File: src/verilog/diwd_map.svh
`ifndef DIWD_MAP_SVH
`define DIWD_MAP_SVH
// Digit codes
`define DIWD_DIG_MINUS 4'hA
`define DIWD_DIG_PERIOD 4'hB
// Register byte offsets
`define DIWD_OFF_CTRL 8'h00
`define DIWD_OFF_INSTR_LO 8'h04
`define DIWD_OFF_INSTR_HI 8'h08
`define DIWD_OFF_INDEX_LO 8'h0C
`define DIWD_OFF_INDEX_HI 8'h10
`define DIWD_OFF_COUNTER 8'h14
`define DIWD_OFF_STATUS 8'h18
`define DIWD_OFF_EFFADDR 8'h1C
`define DIWD_OFF_INDEXOUT_LO 8'h20
`define DIWD_OFF_INDEXOUT_HI 8'h24
`define DIWD_OFF_FIELDS 8'h28
`define DIWD_OFF_OPERAND_LO 8'h2C
`define DIWD_OFF_OPERAND_HI 8'h30
`define DIWD_OFF_CLASS 8'h34
// Address map limits (BCD)
`define DIWD_MAIN_LAST 20'h9_7499
`define DIWD_FAST_FIRST 20'h9_9901
`define DIWD_FAST_LAST 20'h9_9999
// Control bits
`define DIWD_CTRL_DECODE 0
`define DIWD_CTRL_LOOP 1
`define DIWD_CTRL_SUBTRACT 2
`define DIWD_CTRL_TRANSFER 3
`define DIWD_CTRL_ROUNDVAR 4
// Reset values
`define DIWD_RST_COUNTER 20'h0_0000
`endif

File: src/verilog/diwd_pkg.sv
package diwd_pkg;
    typedef logic [3:0] diwd_digit_t;
    typedef struct packed {
        diwd_digit_t trace;
        logic [7:0] opcode;
        logic [7:0] arithReg;
        logic [7:0] indexReg;
        logic [19:0] address;
    } diwd_instr_t;
    typedef struct packed {
        logic [11:0] cycleCount;
        logic [15:0] step;
        logic [19:0] modifier;
    } diwd_index_t;
    typedef enum logic [1:0] {
        DIWD_DEST_MAIN = 2'b00,
        DIWD_DEST_FAST = 2'b01,
        DIWD_DEST_NONE = 2'b10
    } diwd_dest_t;
endpackage : diwd_pkg

File: src/verilog/diwd_decoder.sv
// What this block does
// (RULE1) Fixed-point sign digit: zero positive, minus digit negative; point after sign.
// (RULE2) Absolute zero: period sign digit with all numeric digits zero.
// (RULE3) Single float: sign, two-digit excess-fifty exponent, nine mantissa digits.
// (RULE4) Floating operands kept normalized; leading mantissa digit never zero.
// (RULE5) Double fixed: two words, eleven digits each, both signs equal.
// (RULE6) Double float: first word sign, exponent, nine digits; second sign, eleven.
// (RULE7) Instruction splits into trace, opcode, arithmetic, index and address fields.
// (RULE8) Trace digit one to nine selects tracing routine; period means untraced.
// (RULE9) Any other trace character diverts to the error routine.
// (RULE10) Opcode outside the repertoire diverts to the error routine.
// (RULE11) Selected index modifier is added to the address before execution.
// (RULE12) Index selector double zero leaves the address unmodified.
// (RULE13) Index word: three-digit count, four-digit step, five-digit modifier.
// (RULE14) Loop count decrements per traversal; iteration ends at zero.
// (RULE15) Step added to or subtracted from modifier before each traversal.
// (RULE16) Addresses 00000 to 97499 go to main storage.
// (RULE17) Addresses 99901 to 99999 go to the fast registers.
// (RULE18) Flip-flop addressing takes the address from the arithmetic field.
// (RULE19) Control counter advances by one unless control is transferred.
// (RULE20) Only rounding variants round; other results stay unrounded. Here they round only with DIWD_CTRL_ROUNDVAR set.
// (RULE21) Double operand in fast registers uses named register and the next.
// (RULE22) Decode covers fetch, modification and checks; I/O runs in parallel.
// (RULE23) Each digit has a fixed binary code: 0-9, minus and period.
//
// Our own choices: the placing of the registers and the APB interface to the registers.
`include "diwd_map.svh"
`timescale 1ns/1ps
`default_nettype none
module diwd_decoder
    import diwd_pkg::*;
(
    input wire logic mclk,
    input wire logic nrst,
    input wire logic psel,
    input wire logic penable,
    input wire logic pwrite,
    input wire logic [7:0] paddr,
    input wire logic [31:0] pwdata,
    output logic [31:0] prdata,
    output logic pready,
    output logic pslverr,
    output logic errorDivert,
    output logic traceActive,
    output logic fastSelect
);
    diwd_instr_t instr;
    diwd_index_t indexIn;
    diwd_index_t indexOut;
    logic [19:0] counter;
    logic [19:0] effAddr;
    logic [4:0] ctrl;
    logic [7:0] flipflop_select;
    logic [7:0] fastRegNext;
    diwd_dest_t dest;
    logic loopDone;
    logic roundEnable;
    logic [47:0] operand;
    logic [5:0] classFlags;
    logic [19:0] next_effAddr;
    logic [19:0] next_modifier;
    logic [19:0] next_counter;
    logic [11:0] next_cycle;
    logic [47:0] instrWord;
    logic [47:0] indexWord;
    logic wrEn;
    logic rdEn;
    logic decodeGo;
    logic loopGo;
    logic traceOk;
    logic traceOn;
    logic opOk;
    logic digitsOk;

    // BCD add of five digits, wraps at 99999
    function automatic logic [19:0] bcdAdd(input logic [19:0] a, input logic [19:0] b);
        logic [19:0] r;
        logic [4:0] s;
        logic c;
        r = 20'h0_0000;
        c = 1'b0;
        for (int i = 0; i < 5; i++) begin
            s = {1'b0, a[i*4 +: 4]} + {1'b0, b[i*4 +: 4]} + {4'h0, c};
            c = (s > 5'd9);
            r[i*4 +: 4] = c ? 4'(s - 5'd10) : s[3:0];
        end
        return r;
    endfunction : bcdAdd

    // Nines complement plus one gives a BCD subtract
    function automatic logic [19:0] bcdSub(input logic [19:0] a, input logic [19:0] b);
        logic [19:0] nc;
        nc = 20'h0_0000;
        for (int i = 0; i < 5; i++) begin
            nc[i*4 +: 4] = 4'h9 - b[i*4 +: 4];
        end
        return bcdAdd(bcdAdd(a, nc), 20'h0_0001);
    endfunction : bcdSub

    function automatic logic isNum(input diwd_digit_t d);
        return d <= 4'h9; // see (RULE23)
    endfunction : isNum

    // Repertoire of defined operation codes
    function automatic logic opValid(input logic [7:0] op);
        unique case (op)
            8'h01, 8'h02, 8'h03, 8'h04, 8'h05, 8'h06, 8'h11, 8'h12, 8'h14, 8'h15, 8'h16,
            8'h20, 8'h21, 8'h22, 8'h23, 8'h24, 8'h25, 8'h26, 8'h27,
            8'h30, 8'h31, 8'h32, 8'h34, 8'h35, 8'h36, 8'h37,
            8'h40, 8'h41, 8'h42, 8'h43, 8'h45, 8'h46, 8'h47, 8'h48,
            8'h50, 8'h51, 8'h52, 8'h53, 8'h55, 8'h56, 8'h57, 8'h58, 8'h59,
            8'h60, 8'h61, 8'h62, 8'h63, 8'h64, 8'h65, 8'h66,
            8'h70, 8'h71, 8'h72, 8'h73, 8'h74, 8'h75, 8'h76,
            8'h80, 8'h81, 8'h90, 8'h91, 8'h92, 8'h95: return 1'b1;
            default: return 1'b0;
        endcase
    endfunction : opValid

    // Rounding variants of multiply and divide
    function automatic logic opRounds(input logic [7:0] op);
        return (op == 8'h20) || (op == 8'h22) || (op == 8'h32) || (op == 8'h34);
    endfunction : opRounds

    assign instrWord = instr;
    assign indexWord = indexIn;
    assign wrEn = psel && penable && pwrite;
    assign rdEn = psel && penable && !pwrite;

    // Software writes of words and control
    always_ff @(posedge mclk or negedge nrst) begin
        if (!nrst) begin
            instr <= '0;
            indexIn <= '0;
            ctrl <= 5'h00;
        end else if (wrEn) begin
            unique case (paddr)
                `DIWD_OFF_CTRL: ctrl <= pwdata[4:0];
                `DIWD_OFF_INSTR_LO: instr <= {instrWord[47:32], pwdata};
                `DIWD_OFF_INSTR_HI: instr <= {pwdata[15:0], instrWord[31:0]};
                `DIWD_OFF_INDEX_LO: indexIn <= {indexWord[47:32], pwdata};
                `DIWD_OFF_INDEX_HI: indexIn <= {pwdata[15:0], indexWord[31:0]};
                default: ;
            endcase
        end else begin
            ctrl[`DIWD_CTRL_DECODE] <= 1'b0;
            ctrl[`DIWD_CTRL_LOOP] <= 1'b0;
        end
    end

    assign decodeGo = ctrl[`DIWD_CTRL_DECODE];
    assign loopGo = ctrl[`DIWD_CTRL_LOOP];

    // Field checks on the split word
    assign traceOn = (instr.trace >= 4'h1) && (instr.trace <= 4'h9); // see (RULE7) see (RULE8)
    assign traceOk = traceOn || (instr.trace == `DIWD_DIG_PERIOD); // see (RULE9)
    assign opOk = opValid(instr.opcode); // see (RULE10)
    assign digitsOk = isNum(instr.opcode[7:4]) && isNum(instr.opcode[3:0]);

    // Address modification and routing
    always_comb begin
        next_effAddr = (instr.indexReg == 8'h00) ? instr.address // see (RULE12)
                     : bcdAdd(instr.address, indexIn.modifier); // see (RULE11)
        next_modifier = ctrl[`DIWD_CTRL_SUBTRACT] ? bcdSub(indexIn.modifier, {4'h0, indexIn.step}) // see (RULE15)
                      : bcdAdd(indexIn.modifier, {4'h0, indexIn.step});
        next_cycle = 12'(bcdSub({8'h00, indexIn.cycleCount}, 20'h0_0001)); // see (RULE14)
        next_counter = (ctrl[`DIWD_CTRL_TRANSFER] && traceOk && opOk) ? next_effAddr
                     : bcdAdd(counter, 20'h0_0001); // see (RULE19)
    end

    // Decode result registers; one step covers fetch, modify and checks
    always_ff @(posedge mclk or negedge nrst) begin
        if (!nrst) begin
            effAddr <= 20'h0_0000;
            counter <= `DIWD_RST_COUNTER;
            dest <= DIWD_DEST_MAIN;
            errorDivert <= 1'b0;
            traceActive <= 1'b0;
            fastSelect <= 1'b0;
            flipflop_select <= 8'h00;
            fastRegNext <= 8'h00;
            roundEnable <= 1'b0;
        end else if (decodeGo) begin // see (RULE22)
            effAddr <= next_effAddr;
            errorDivert <= !traceOk || !opOk || !digitsOk; // see (RULE9) see (RULE10)
            traceActive <= traceOn; // see (RULE8)
            flipflop_select <= instr.arithReg; // see (RULE18)
            fastRegNext <= 8'(instr.arithReg + 8'h01); // see (RULE21)
            roundEnable <= opRounds(instr.opcode) && ctrl[`DIWD_CTRL_ROUNDVAR]; // see (RULE20)
            counter <= next_counter; // see (RULE19)
            if (next_effAddr <= `DIWD_MAIN_LAST) begin // see (RULE16)
                dest <= DIWD_DEST_MAIN;
                fastSelect <= 1'b0;
            end else if (next_effAddr >= `DIWD_FAST_FIRST) begin // see (RULE17)
                dest <= DIWD_DEST_FAST;
                fastSelect <= 1'b1;
            end else begin
                dest <= DIWD_DEST_NONE;
                fastSelect <= 1'b0;
            end
        end
    end

    // Index word loop traversal
    always_ff @(posedge mclk or negedge nrst) begin
        if (!nrst) begin
            indexOut <= '0;
            loopDone <= 1'b0;
        end else if (loopGo) begin // see (RULE13)
            indexOut.step <= indexIn.step;
            indexOut.modifier <= next_modifier; // see (RULE15)
            indexOut.cycleCount <= next_cycle; // see (RULE14)
            loopDone <= (next_cycle == 12'h000); // see (RULE14)
        end
    end

    // Operand classification of the loaded word
    always_ff @(posedge mclk or negedge nrst) begin
        if (!nrst) begin
            operand <= '0;
            classFlags <= 6'h00;
        end else begin
            operand <= instrWord;
            classFlags[0] <= (operand[47:44] == 4'h0); // see (RULE1)
            classFlags[1] <= (operand[47:44] == `DIWD_DIG_MINUS); // see (RULE1)
            classFlags[2] <= (operand[47:44] == `DIWD_DIG_PERIOD) && (operand[43:0] == 44'h0); // see (RULE2)
            classFlags[3] <= (operand[35:32] != 4'h0); // see (RULE3) see (RULE4)
            classFlags[4] <= (operand[47:44] == indexWord[47:44]); // see (RULE5) see (RULE6)
            classFlags[5] <= isNum(operand[43:40]) && isNum(operand[39:36]);
        end
    end

    // APB read path; unmapped reads return zero with error
    always_ff @(posedge mclk or negedge nrst) begin
        if (!nrst) begin
            prdata <= 32'h0000_0000;
            pready <= 1'b0;
            pslverr <= 1'b0;
        end else begin
            pready <= psel && !penable;
            pslverr <= 1'b0;
            prdata <= 32'h0000_0000;
            if (psel && !penable) begin
                unique case (paddr)
                    `DIWD_OFF_CTRL: prdata <= {27'h0, ctrl};
                    `DIWD_OFF_INSTR_LO: prdata <= instrWord[31:0];
                    `DIWD_OFF_INSTR_HI: prdata <= {16'h0, instrWord[47:32]};
                    `DIWD_OFF_INDEX_LO: prdata <= indexWord[31:0];
                    `DIWD_OFF_INDEX_HI: prdata <= {16'h0, indexWord[47:32]};
                    `DIWD_OFF_COUNTER: prdata <= {12'h0, counter};
                    `DIWD_OFF_STATUS: prdata <= {16'h0, fastRegNext, 1'b0, roundEnable, dest,
                                                 loopDone, fastSelect, traceActive, errorDivert};
                    `DIWD_OFF_EFFADDR: prdata <= {12'h0, effAddr};
                    `DIWD_OFF_INDEXOUT_LO: prdata <= indexOut[31:0];
                    `DIWD_OFF_INDEXOUT_HI: prdata <= {16'h0, indexOut[47:32]};
                    `DIWD_OFF_FIELDS: prdata <= {8'h0, flipflop_select, instr.indexReg, instr.arithReg};
                    `DIWD_OFF_OPERAND_LO: prdata <= operand[31:0];
                    `DIWD_OFF_OPERAND_HI: prdata <= {16'h0, operand[47:32]};
                    `DIWD_OFF_CLASS: prdata <= {26'h0, classFlags};
                    default: pslverr <= !pwrite;
                endcase
            end
        end
    end

    logic unusedRd;
    assign unusedRd = rdEn;
endmodule : diwd_decoder
`default_nettype wire

File: config.mk
export PLATFORM = sky130hd
export DESIGN_NAME = diwd_decoder
export DESIGN_NICKNAME = d
export VERILOG_FILES = /design/src/verilog/diwd_pkg.sv /design/src/verilog/diwd_decoder.sv
export VERILOG_INCLUDE_DIRS = /design/src /design/src/verilog
export SDC_FILE = /design/constraint.sdc
export NUM_CORES = 1
export LEC_CHECK = 0
export ABC_AREA = 1
export BUFFER_PORTS_ARGS = -buffer_cell sky130_fd_sc_hd__buf_2
export CORE_MARGIN = 2
export CORE_UTILIZATION = 40
export DETAILED_ROUTE_END_ITERATION = 16
export GPL_TIMING_DRIVEN = 0
export MAX_ROUTING_LAYER = met4
export PLACE_DENSITY = 0.58
export SLEW_MARGIN = 5
export SYNTH_ARGS = -nofsm -noshare
export SYNTH_HDL_FRONTEND = slang
export SYNTH_SLANG_ARGS = --single-unit
File: constraint.sdc
create_clock -name mclk -period 19.8 [get_ports mclk]
set_input_delay 2.97 -clock mclk [delete_from_list [all_inputs] [get_ports mclk]]
set_output_delay 2.97 -clock mclk [all_outputs]
set_load 0.02 [all_outputs]
==> metrics.md <==
| Metric | Value |
|---|---|
| Crit-path slowest cell | `dfrtp_1` |
| Worst hold start | `instr[4]` |
| Num CTS Buffers | `37` |
| GRT Overall Usage | `35.77%` |
| Root buffer cell | `clkbuf_16` |
| XOR/XNOR share of the synthesized area | `2.578%` |
| Wire per inst | `26.50 um` |
| Worst Path Required | `20240 ps` |
| Synth Area in Simple Gates | `23.75%` |
| First-pass GRT wire length | `124800 um` |
| Sequential-to-total area share from yosys stat | `38.44%` |
| Final min period | `10670 ps` |
| Number of global-route vias before repair | `17870` |
| R2R Path Start | `indexIn[1]` |
| Worst slew margin | `4.484%` |
| DR vias/cell | `5.738` |
| Clock Path Buffers | `3` |
| Leak pwr | `10.92 nW` |
| Postcts setup bufs | `0` |
| #FFs+latches synth | `299` |
| Largest family of logic cells by synthesized area | `simple AND/OR/NAND/NOR gates` |
| Post-synthesis adder-cell area fraction | `10.79%` |
| Initial antenna violation count | `5` |
| Via Count | `18800` |
| Sum Neg Setup Slack | `0 ps` |
| Maximum VDD drop | `0.05116 mV` |
| Total Power | `1.627 mW` |
| Pwr/cell area | `74.07 nW/um^2` |
| Cells after synthesis | `2507` |
| Top_reg_cell synth | `dfrtp_1` |
| Setup crit end kind | `register` |
| 1st-iter DRT viols | `1830` |
| Total gr overflow | `0` |
| Die area | `50440 um^2` |
| Gates resized, CTS repair | `0` |
| Ratio of final minimum period to clock period | `53.87%` |
| Syn_area_per_cell | `7.763 um^2` |
| WP data arrival | `11110 ps` |
| # setup viols final | `0` |
| Clk sink count | `299` |
| CP most frequent cell | `nand2_1` |
| Total Wirelength | `86840 um` |
| Clk slew on worst S/H paths | `60 ps` |
| I/O pin cnt | `82` |
| H-Tree Depth | `2` |
| Multi-input logic area | `10270 um^2` |
| Critical path fanouts, max | `5` |
| Die W | `224.6 um` |
| Fin util | `45.91%` |
| Slowest stage delay, CP | `570 ps` |
| Max-cap violations | `0` |
| Routed Antenna Nets | `0` |
| Hold Crit Class | `register to register` |
| Cell area after synthesis | `19460 um^2` |
| TritonCTS clock tree | `done` |
| Final Hold Viols | `0` |
| Residual DRC | `0` |
| Skew-Pair Late Insertion Delay | `570 ps` |
| Yosys warns | `0` |
| Post-synth cell types | `63` |
| Post-synth EDFFs | `0` |
| Post-route worst setup slack | `9133 ps` |
| DP Cell Count | `3206` |
| Post-synthesis mux area share | `0.2314%` |
| Dpl ws | `9328 ps` |
| Core Region | `47850 um^2` |
| Layout area overhead | `12.86%` |
| Seq. cell area | `7482 um^2` |
| Syn Nets | `2706` |
| Initial Utilization | `40.68%` |
| Layout filler cell count | `4871` |
| Nets | `2829` |
| Most common cell after layout, fill and taps aside | `nand2_1` |
| Status | `completed` |
| Slew Limit Fails | `0` |
| Worst Path Class, Setup | `register to register` |
| Ratio of cells with drive above 1 in the final layout | `9.898%` |
| HPWL after detailed placement | `69380 um` |
| Skew final | `20.37 ps` |
| Most frequent cells in the layout | `606 x nand2_1, 348 x inv_1, 299 x dfrtp_1, 220 x o21ai_0, 201 x nand3_1` |
| Final Non-Filler Cells | `3277` |
| Worst Setup Start Kind | `register` |
| RSZ-0062 raised after global routing | `no` |
| Num rows | `80` |
| Routability cong. | `1.005` |
| Die Height | `224.6 um` |
| Slew @ Worst Pin | `1418 ps` |
| Hold-fix buffers, CTS | `0` |
| Fmax | `0.09375 GHz` |
| Compound-Gate Fraction of Synth Area | `15.41%` |
| Buffers on Ports | `81` |
| Critical Path Start | `indexIn[1]` |
| Async SR Flop Fraction | `100.0%` |
| Largest net degree at the start of global routing | `107` |
| First-pass detailed-route iteration total | `6` |
report_power, final:
| part | internal, mW | switching [mW] |
|---|---|---|
| combinational | 0.0883 | 0.190 |
| clock | 0.421 | 0.286 |
| sequential | 0.624 | 0.0175 |
cell type report:
cell class                      count  area share, %
Clock inverter                     14         0.8145
Inverter                          371          6.340
Timing Repair Buffer               84          2.267
Multi-Input combinational cell   1762          46.74
Antenna cell                        5        0.05696
Buffer                             75          1.458
Sequential cell                   299          34.06
Tap cell                          615          3.503
Clock buffer                       52          4.756
sequential cells by signal (all words and copies together), names as in the netlist, 2 cells and up:
signal	count
instr	48
dest	2
indexOut	48
fastRegNext	8
classFlags	6
counter	20
indexIn	48
flipflop_select	8
ctrl	5
effAddr	20
operand	48
prdata	32
worst paths after layout:
| kind | to | depth (start not counted) | slack, ps |
|---|---|---|---|
| setup / recovery | dest[1] | 69 | 9130 |
| hold / removal | operand[4] | 0 | 370 |
| setup reg to reg | dest[1] | 69 | 9130 |
| hold reg to reg | operand[4] | 0 | 370 |
| max in group asynchronous | prdata[26] | 3 | 16370 |
| min in group asynchronous | prdata[5] | 1 | 2220 |
cell families (layout without fill, tap and decap cells):
group,count (synthesis),after routing
compound gates,497,497
xor+xnor,50,50
fa+ha+maj,154,154
buf+inv,446,596
flops,299,299
mux,4,4
other cells,0,5
simple gates,1057,1057
metal layers:
layer	vias up	GRT usage (%)	share of wire [%]
met5	-	-	0
met1	9291	46.11	42
li1	8601	-	-
met4	0	16.45	5.1
met2	744	55.97	46
met3	167	5.042	6.4
stage by stage:
stage	hold WS [ps]	cell area, um^2
detailed placement	359.0	20730
CTS	371.5	21950
finish	372.3	21970
floorplan	353.7	19460
global placement	357.0	20640
global route	386.2	21960
synthesized netlist by cell type, types with 10 or more instances:
master / instances / share of area [%]
buf_2: 16 / 0.41
nor2_1: 121 / 2.3
a221oi_1: 45 / 2.0
nor3_1: 18 / 0.46
clkbuf_1: 55 / 1.1
nand3_1: 201 / 5.2
inv_2: 18 / 0.35
nand4_1: 20 / 0.64
nand2_1: 606 / 12
ha_1: 131 / 8.4
a41oi_1: 10 / 0.45
dfrtp_1: 299 / 38
inv_1: 348 / 6.7
nand2_2: 38 / 1.2
o211ai_1: 16 / 0.62
nor4_1: 13 / 0.42
o21ai_0: 220 / 5.7
a31oi_1: 19 / 0.61
fa_1: 23 / 2.4
xor2_1: 33 / 1.5
nand3_2: 10 / 0.51
o22ai_1: 42 / 1.4
xnor2_1: 10 / 0.45
a21oi_1: 88 / 2.3
critical path: cells and delay by family (launching register included):
family                   cells  cell delay, ps
XOR/XNOR                     2             810
buffers and inverters       19            1640
flip-flops                   1             570
AO/OA/AOI/OAI                4             500
AND/OR/NAND/NOR             30            2870
adder cells (fa/ha/maj)     14            4130
Note: power is estimated with default switching activity, not from simulation.
